**config.mk**
```make
export PLATFORM = sky130hd
export DESIGN_NAME = scl_config_latches
export DESIGN_NICKNAME = d
export VERILOG_FILES = /design/src/core/scl_pkg.sv /design/src/core/scl_config_latches.sv
export VERILOG_INCLUDE_DIRS = /design/src /design/src/core
export SDC_FILE = /design/constraint.sdc
export NUM_CORES = 1
export LEC_CHECK = 0
export BUFFER_PORTS_ARGS = -buffer_cell sky130_fd_sc_hd__buf_2
export CAP_MARGIN = 40
export CORE_MARGIN = 3
export CORE_UTILIZATION = 51
export CTS_CLUSTER_SIZE = 20
export DETAILED_ROUTE_END_ITERATION = 10
export GPL_TIMING_DRIVEN = 0
export PLACE_DENSITY = 0.81
export SETUP_SLACK_MARGIN = 0.15
export SLEW_MARGIN = 10
export SYNTH_ARGS = -nofsm -noshare
export SYNTH_HDL_FRONTEND = slang
export SYNTH_SLANG_ARGS = --single-unit
```
**constraint.sdc**
```tcl
create_clock -name ref_clk -period 2.75 [get_ports ref_clk]
set_clock_uncertainty 0.15 [all_clocks]
set_input_delay 0.1375 -clock ref_clk [delete_from_list [all_inputs] [get_ports ref_clk]]
set_output_delay 0.1375 -clock ref_clk [all_outputs]
set_load 0.05 [all_outputs]
```
**src/core/scl_consts.svh**
```systemverilog
// scl_consts.svh: bank addresses, bit positions and reset values of the config latches
// assumes inclusion by bare name from the package and the latch bank module
`ifndef SCL_CONSTS_SVH
`define SCL_CONSTS_SVH

`define SCL_ADDR_W 4
`define SCL_DATA_W 8
// bank addresses, index 0 is channel A or C, index 1 channel B or D
`define SCL_BANK_TXDYN_0 4'h2
`define SCL_BANK_TXDYN_1 4'h5
`define SCL_BANK_RXRATE_0 4'h6
`define SCL_BANK_RXRATE_1 4'h9
`define SCL_BANK_RXSTAT_0 4'h7
`define SCL_BANK_RXSTAT_1 4'hA
`define SCL_BANK_RXDYN_0 4'h8
`define SCL_BANK_RXDYN_1 4'hB
// transmit dynamic bank bits
`define SCL_BIT_RECENTER 0
`define SCL_BIT_TX_PRI 1
`define SCL_BIT_TX_SEC 2
// receive static banks
`define SCL_BIT_RX_RATE 0
`define SCL_BIT_TRG_MULT 0
`define SCL_BIT_DET1_LO 3
`define SCL_BIT_DET1_HI 4
`define SCL_BIT_DET2_LO 5
`define SCL_BIT_DET2_HI 6
// receive dynamic bank
`define SCL_BIT_RCK_PRI 1
`define SCL_BIT_RCK_SEC 2
`define SCL_BIT_MODE_LO 4
`define SCL_BIT_PWR 5
`define SCL_BIT_MODE_HI 6
// reset values
`define SCL_RST_TX_PRI 1'b0
`define SCL_RST_TX_SEC 1'b0
`define SCL_RST_RECENTER 1'b1
`define SCL_RST_RX_RATE 1'b1
`define SCL_RST_DET 2'h2
`define SCL_RST_TRG_MULT 1'b0
`define SCL_RST_PWR 1'b0
`define SCL_RST_MODE 2'h3
`define SCL_RST_RCK 1'b0

`endif

```
**src/core/scl_pkg.sv**
```systemverilog
// scl_pkg: types shared by the config latch bank
// assumes scl_consts.svh is on the include path
`include "scl_consts.svh"
package scl_pkg;
    typedef logic [`SCL_ADDR_W-1:0] scl_addr_t;
    typedef logic [`SCL_DATA_W-1:0] scl_data_t;
    // receive mode codes
    typedef enum logic [1:0] {
        SCL_MODE_BAD0 = 2'h0,
        SCL_MODE_VIDEO = 2'h1,
        SCL_MODE_BIST = 2'h2,
        SCL_MODE_BAD3 = 2'h3
    } scl_mode_e;
endpackage : scl_pkg
```
**src/core/scl_config_latches.sv**
```systemverilog
// scl_config_latches: write-only per-channel config latches and the logic they steer
// assumes all inputs synchronous to ref_clk; channel clocks arrive as sampled levels
`include "scl_consts.svh"
`timescale 1ns/100ps
`default_nettype none
module scl_config_latches #(
    parameter int NCH = 2
) (
    input wire logic ref_clk,
    input wire logic resetn,
    input wire logic config_write_strobe_n,
    input wire scl_pkg::scl_addr_t config_addr,
    input wire scl_pkg::scl_data_t config_data,
    input wire logic [NCH-1:0] tx_input_clock,
    input wire logic [NCH-1:0] tx_shifter_data,
    input wire logic [NCH-1:0] rx_recovered_clock,
    input wire logic [NCH-1:0] rx_recovered_data,
    output logic [NCH-1:0] tx_primary_serial_out,
    output logic [NCH-1:0] tx_primary_powerdown,
    output logic [NCH-1:0] tx_secondary_powerdown,
    output logic [NCH-1:0] tx_channel_powerdown,
    output logic [NCH-1:0] phase_recenter_pulse,
    output logic [NCH-1:0] rx_output_clock_p,
    output logic [NCH-1:0] rx_output_clock_n,
    output logic [2*NCH-1:0] primary_detect_threshold,
    output logic [2*NCH-1:0] secondary_detect_threshold,
    output logic [NCH-1:0] primary_detect_enable,
    output logic [NCH-1:0] secondary_detect_enable,
    output logic [NCH-1:0] training_clock_multiplier,
    output logic [NCH-1:0] rx_channel_power_enable,
    output logic [2*NCH-1:0] rx_mode_select,
    output logic [NCH-1:0] rx_bist_enable,
    output logic [NCH-1:0] rx_mode_invalid,
    output logic [NCH-1:0] reclock_primary_out,
    output logic [NCH-1:0] reclock_secondary_out,
    output logic [NCH-1:0] reclock_primary_powerdown,
    output logic [NCH-1:0] reclock_secondary_powerdown,
    output logic [NCH-1:0] rx_reclock_powerdown
);
    import scl_pkg::*;

    // only two channels per direction own bank addresses, so refuse any other count
    if (NCH != 2) begin : g_bad_nch
        $error("scl_config_latches serves exactly two channels per direction");
    end

    // one bank address per channel and bank kind
    localparam scl_addr_t TXDYN [2] = '{`SCL_BANK_TXDYN_0, `SCL_BANK_TXDYN_1};
    localparam scl_addr_t RXRATE [2] = '{`SCL_BANK_RXRATE_0, `SCL_BANK_RXRATE_1};
    localparam scl_addr_t RXSTAT [2] = '{`SCL_BANK_RXSTAT_0, `SCL_BANK_RXSTAT_1};
    localparam scl_addr_t RXDYN [2] = '{`SCL_BANK_RXDYN_0, `SCL_BANK_RXDYN_1};

    // write hit for one bank while the strobe is low
    function automatic logic bank_hit(input logic strobe_n, input scl_addr_t a,
                                      input scl_addr_t bank);
        bank_hit = !strobe_n && (a == bank);
    endfunction : bank_hit

    // a level seen high at this edge and low at the previous one
    function automatic logic rose_now(input logic now_lvl, input logic was_lvl);
        rose_now = now_lvl && !was_lvl;
    endfunction : rose_now

    // latch storage
    logic [NCH-1:0] tx_pri_r;
    logic [NCH-1:0] tx_sec_r;
    logic [NCH-1:0] recenter_r;
    logic [NCH-1:0] rx_rate_r;
    logic [1:0] det1_r [NCH];
    logic [1:0] det2_r [NCH];
    logic [NCH-1:0] trg_r;
    logic [NCH-1:0] pwr_r;
    logic [1:0] mode_r [NCH];
    logic [NCH-1:0] rck_pri_r;
    logic [NCH-1:0] rck_sec_r;
    // channel clock history and derived state
    logic [NCH-1:0] txclk_d_r;
    logic [NCH-1:0] rxclk_d_r;
    logic [NCH-1:0] tx_out_r;
    logic [NCH-1:0] rck1_out_r;
    logic [NCH-1:0] rck2_out_r;
    logic [NCH-1:0] pulse_r;
    logic [NCH-1:0] ckp_r;
    logic [NCH-1:0] ckn_r;

    // decoded write hits and edges
    wire [NCH-1:0] hit_tx;
    wire [NCH-1:0] hit_rate;
    wire [NCH-1:0] hit_stat;
    wire [NCH-1:0] hit_rx;
    wire [NCH-1:0] txclk_rise;
    wire [NCH-1:0] rxclk_rise;
    wire [NCH-1:0] recenter_use;

    // data bus fields, one copy shared by every bank of the same kind
    wire data_recenter = config_data[`SCL_BIT_RECENTER];
    wire data_tx_pri = config_data[`SCL_BIT_TX_PRI];
    wire data_tx_sec = config_data[`SCL_BIT_TX_SEC];
    wire data_rx_rate = config_data[`SCL_BIT_RX_RATE];
    wire data_trg = config_data[`SCL_BIT_TRG_MULT];
    wire [1:0] data_det1 = config_data[`SCL_BIT_DET1_HI:`SCL_BIT_DET1_LO];
    wire [1:0] data_det2 = config_data[`SCL_BIT_DET2_HI:`SCL_BIT_DET2_LO];
    wire data_rck_pri = config_data[`SCL_BIT_RCK_PRI];
    wire data_rck_sec = config_data[`SCL_BIT_RCK_SEC];
    wire data_pwr = config_data[`SCL_BIT_PWR];
    wire [1:0] data_mode = {config_data[`SCL_BIT_MODE_HI], config_data[`SCL_BIT_MODE_LO]};

    // next values of the registered serial drivers
    wire [NCH-1:0] tx_out_nxt;
    wire [NCH-1:0] rck1_out_nxt;
    wire [NCH-1:0] rck2_out_nxt;

    genvar g;
    generate
        for (g = 0; g < NCH; g++) begin : g_ch
            // per-channel bank decode keeps channels apart
            assign hit_tx[g] = bank_hit(config_write_strobe_n, config_addr, TXDYN[g]);
            assign hit_rate[g] = bank_hit(config_write_strobe_n, config_addr, RXRATE[g]);
            assign hit_stat[g] = bank_hit(config_write_strobe_n, config_addr, RXSTAT[g]);
            assign hit_rx[g] = bank_hit(config_write_strobe_n, config_addr, RXDYN[g]);
            assign txclk_rise[g] = rose_now(tx_input_clock[g], txclk_d_r[g]);
            assign rxclk_rise[g] = rose_now(rx_recovered_clock[g], rxclk_d_r[g]);
            // disabled drivers hold low instead of passing data
            assign tx_out_nxt[g] = tx_pri_r[g] && tx_shifter_data[g];
            assign rck1_out_nxt[g] = rck_pri_r[g] && rx_recovered_data[g];
            assign rck2_out_nxt[g] = rck_sec_r[g] && rx_recovered_data[g];
            // a low latch is consumed on the next transmit clock rise
            assign recenter_use[g] = txclk_rise[g] && !recenter_r[g];

            // transmit dynamic bank
            always_ff @(posedge ref_clk or negedge resetn) begin
                if (!resetn) begin
                    tx_pri_r[g] <= `SCL_RST_TX_PRI;
                    tx_sec_r[g] <= `SCL_RST_TX_SEC;
                    recenter_r[g] <= `SCL_RST_RECENTER;
                end else if (hit_tx[g]) begin
                    // a host write wins over the self clear: it is a fresh request
                    tx_pri_r[g] <= data_tx_pri;
                    tx_sec_r[g] <= data_tx_sec;
                    recenter_r[g] <= data_recenter;
                end else if (recenter_use[g]) begin
                    recenter_r[g] <= 1'b1;
                end
            end

            // receive static banks
            always_ff @(posedge ref_clk or negedge resetn) begin
                if (!resetn) begin
                    rx_rate_r[g] <= `SCL_RST_RX_RATE;
                    det1_r[g] <= `SCL_RST_DET;
                    det2_r[g] <= `SCL_RST_DET;
                    trg_r[g] <= `SCL_RST_TRG_MULT;
                end else begin
                    if (hit_rate[g]) begin
                        rx_rate_r[g] <= data_rx_rate;
                    end
                    if (hit_stat[g]) begin
                        trg_r[g] <= data_trg;
                        det1_r[g] <= data_det1;
                        det2_r[g] <= data_det2;
                    end
                end
            end

            // receive dynamic bank
            always_ff @(posedge ref_clk or negedge resetn) begin
                if (!resetn) begin
                    pwr_r[g] <= `SCL_RST_PWR;
                    mode_r[g] <= `SCL_RST_MODE;
                    rck_pri_r[g] <= `SCL_RST_RCK;
                    rck_sec_r[g] <= `SCL_RST_RCK;
                end else if (hit_rx[g]) begin
                    pwr_r[g] <= data_pwr;
                    mode_r[g] <= data_mode;
                    rck_pri_r[g] <= data_rck_pri;
                    rck_sec_r[g] <= data_rck_sec;
                end
            end

            // channel clock history for edge detection
            always_ff @(posedge ref_clk or negedge resetn) begin
                if (!resetn) begin
                    txclk_d_r[g] <= 1'b0;
                    rxclk_d_r[g] <= 1'b0;
                end else begin
                    txclk_d_r[g] <= tx_input_clock[g];
                    rxclk_d_r[g] <= rx_recovered_clock[g];
                end
            end

            // one-cycle realign pulse when the latch is consumed
            always_ff @(posedge ref_clk or negedge resetn) begin
                if (!resetn) begin
                    pulse_r[g] <= 1'b0;
                end else begin
                    pulse_r[g] <= recenter_use[g];
                end
            end

            // serial drivers: data when enabled, held low when disabled
            always_ff @(posedge ref_clk or negedge resetn) begin
                if (!resetn) begin
                    tx_out_r[g] <= 1'b0;
                    rck1_out_r[g] <= 1'b0;
                    rck2_out_r[g] <= 1'b0;
                end else begin
                    tx_out_r[g] <= tx_out_nxt[g];
                    rck1_out_r[g] <= rck1_out_nxt[g];
                    rck2_out_r[g] <= rck2_out_nxt[g];
                end
            end

            // receive clock pair: toggles per rise in half rate, follows in full rate
            // toggling the pair itself keeps it alternating right after a rate switch
            always_ff @(posedge ref_clk or negedge resetn) begin
                if (!resetn) begin
                    ckp_r[g] <= 1'b0;
                    ckn_r[g] <= 1'b1;
                end else if (rx_rate_r[g]) begin
                    if (rxclk_rise[g]) begin
                        ckp_r[g] <= !ckp_r[g];
                        ckn_r[g] <= ckp_r[g];
                    end
                end else begin
                    // full rate re-reads the clock every edge, so a switch settles at once
                    ckp_r[g] <= rx_recovered_clock[g];
                    ckn_r[g] <= !rx_recovered_clock[g];
                end
            end

            // field outputs
            assign primary_detect_threshold[2*g +: 2] = det1_r[g];
            assign secondary_detect_threshold[2*g +: 2] = det2_r[g];
            assign primary_detect_enable[g] = det1_r[g] != 2'h0;
            assign secondary_detect_enable[g] = det2_r[g] != 2'h0;
            assign rx_mode_select[2*g +: 2] = mode_r[g];
            assign rx_bist_enable[g] = mode_r[g] == SCL_MODE_BIST;
            assign rx_mode_invalid[g] = mode_r[g] == SCL_MODE_BAD0 ||
                                        mode_r[g] == SCL_MODE_BAD3;
        end
    endgenerate

    // power-down and level outputs
    assign tx_primary_powerdown = ~tx_pri_r;
    assign tx_secondary_powerdown = ~tx_sec_r;
    assign tx_channel_powerdown = ~(tx_pri_r | tx_sec_r);
    assign reclock_primary_powerdown = ~rck_pri_r;
    assign reclock_secondary_powerdown = ~rck_sec_r;
    assign rx_reclock_powerdown = ~(rck_pri_r | rck_sec_r);
    assign training_clock_multiplier = trg_r;
    assign rx_channel_power_enable = pwr_r;
    assign phase_recenter_pulse = pulse_r;
    assign tx_primary_serial_out = tx_out_r;
    assign reclock_primary_out = rck1_out_r;
    assign reclock_secondary_out = rck2_out_r;
    assign rx_output_clock_p = ckp_r;
    assign rx_output_clock_n = ckn_r;
endmodule : scl_config_latches
`default_nettype wire

```
==> impl_metrics.yaml <==
setup_path:
  timing.rr.start: "rx_rate_r[0]"
  r2r_cells: 2
  cp-start-kind: "register"
  r2r_end: "rx_output_clock_p[0]"
  end_kind: "output port"
  worst_ep_required_time_ns: 2.46
  rrSetupSlack_ns: 1.55
  critPathArrivalTime_ns: 1.48
  critPathLaunch: "rx_mode_select[0]"
  crit_fanout: 3
  path_class: "reg2out"
logic_synthesis:
  netlist_area_sq_um: 1757
  synth_warnings: 0
  ys.flop_type: "dfrtp_1"
  ys_ff_latch: 44
  synth-edff-count: 0
  syn_area_per_cell_sq_um: 13.41
  ys_seq_area_frac: 0.6368
  yosys.cell_types.count: 20
  synth_nets: 156
  syn_inst: 131
  async_flop_share: 1.000
cells_and_area:
  syn2layout_area_growth_pct: 40.46
  final_util: 0.7764
  instances_no_fill: 270
  nets: 250
  diodes: 0
  final_cell_mix: "69 x buf_2, 30 x dfrtp_1, 27 x mux2_2"
  final_common_cell: "buf_2"
  drive_gt1_frac: 0.5531
global_routing:
  grt_pass1_wl_mm: 6.396
  grt-ovfl-total: 0
  grt_use_total: 0.2036
  antenna_found_initial: 0
  grt_max_degree: 23
  first_global_vias: 1477
min_path:
  hold_depth: 3
  hold_path_class: "in2reg"
  hold_start: "config_write_strobe_n"
  hold_path_end: "rx_rate_r[1]"
floorplanning:
  die_h_microns: 64.69
  core_area_sq_um: 3178
  die_w_microns: 64.69
  io_pins: 71
  die_area_sq_um: 4185
  row_count: 20
  start_util: 0.5528
clock_network:
  cts_made_buffers: 5
  cts_resized: 0
  cts.clk_slew.worst_paths_ns: 0.13
  post_cts_buffers: 0
  clock-sinks: 44
  worstSkewPairLatency_ns: 0.34
  cts.htree.levels: 2
  clockBufferDepth: 2
  cts_hold_buf: 16
  cts_tree: "done"
  clockRootBuffer: "clkbuf_4"
sta:
  rsz0062_at_grt: "false"
  setup_viol: 0
  final-hold-violation-count: 0
  layout_setup_ws_ns: 0.9846
  post-route-period-util: 0.6420
  finalMaxSlewViolations: 0
  fin_hold_ws_ns: 0.03134
  fin_crit_ns: 1.765
  tightest_slew_ns: 0.4772
  fin_setup_tns_ns: 0
  slew_headroom: 0.6794
  fmax_mhz: 566.5
detailed_routing:
  ant_nets: 0
  avgViaCountPerCell: 4.919
  routed_wl_mm: 3.854
  drc: 0
  wl_per_cell_microns: 14.27
  vias: 1328
  firstDrtPassIters: 4
  drt-initial-drc-count: 31
power_and_ir_drop:
  irDropWorstVdd_mv: 0.7117
  leakagePower_nw: 1.220
  p_per_area_nw_per_um2: 935.9
placed_design:
  dp_hpwl_mm: 2.859
  portBuffers: 69
  gp_congestion: 0.7689
  dp_cells: 246
  pre_cts_slack_ns: 1.219
status:
  status: "complete, no violations"
job:
  drv_cap: 0
## layout make-up
type / instances / area (sq um)
clock inverters: 1 / 30.03
repair buffers: 87 / 560.5
flip-flops and latches: 44 / 1119
well taps: 44 / 55.05
inverters: 14 / 52.55
fillers: 211 / 710.7
multi-input cells: 73 / 585.6
clock buffers: 7 / 65.06
## report_power, final
group          internal, mW  switching (mW)
clock network         0.241           0.199
logic                 0.251           0.745
registers             0.795          0.0779
## worst max-delay path by stage
stage,end,slack (ns),depth (start not counted)
final,rx_mode_invalid[0],0.98,3
after global routing,rx_mode_invalid[0],0.90,3
after CTS,rx_mode_invalid[0],0.97,3
after detailed placement,training_clock_multiplier[0],1.22,4
after global placement,secondary_detect_threshold[0],1.28,4
after floorplan,rx_mode_invalid[1],1.16,2
## cells in the mapped netlist (all sizes together), types with 4 or more instances
cell | count | area share
inv | 14 | 0.030
or2 | 4 | 0.014
mux2 | 28 | 0.18
o21ai | 6 | 0.017
and2 | 6 | 0.021
nand2b | 5 | 0.018
nor2 | 10 | 0.021
dfrtp | 30 | 0.43
dfstp | 14 | 0.21
## worst max-delay path, cell delays in order, from the launching register on
cell and delay (ns):
dfstp_2 0.56, inv_1 0.04, ha_1 0.27, buf_2 0.26
## kinds of logic (layout without fill, tap and decap cells)
| kind of cell | count (synthesis) | count (layout) | share of synthesized area |
|---|---|---|---|
| compound gates | 8 | 8 | 0.02564 |
| fa+ha+maj | 2 | 2 | 0.01424 |
| buf+inv | 14 | 109 | 0.02991 |
| flops | 44 | 44 | 0.6368 |
| mux | 28 | 28 | 0.1795 |
| simple gates | 35 | 35 | 0.1140 |
## metrics by stage
stage | power, mW | area, sq um
2_1_floorplan | 1.635 | 1757
3_3_place_gp | 1.827 | 2157
3_5_place_dp | 1.867 | 2212
4_1_cts | 2.324 | 2467
5_1_grt | 2.412 | 2467
6_report | 2.309 | 2467
## per-layer routing
layer | up-vias | track usage | routed length (microns)
met4 | 0 | 0.1055 | 105
met3 | 12 | 0.03813 | 229
met1 | 625 | 0.2154 | 1452
met5 | - | 0 | 0
li1 | 628 | - | -
met2 | 63 | 0.3802 | 2067
Power figures use the tool's default switching activity.
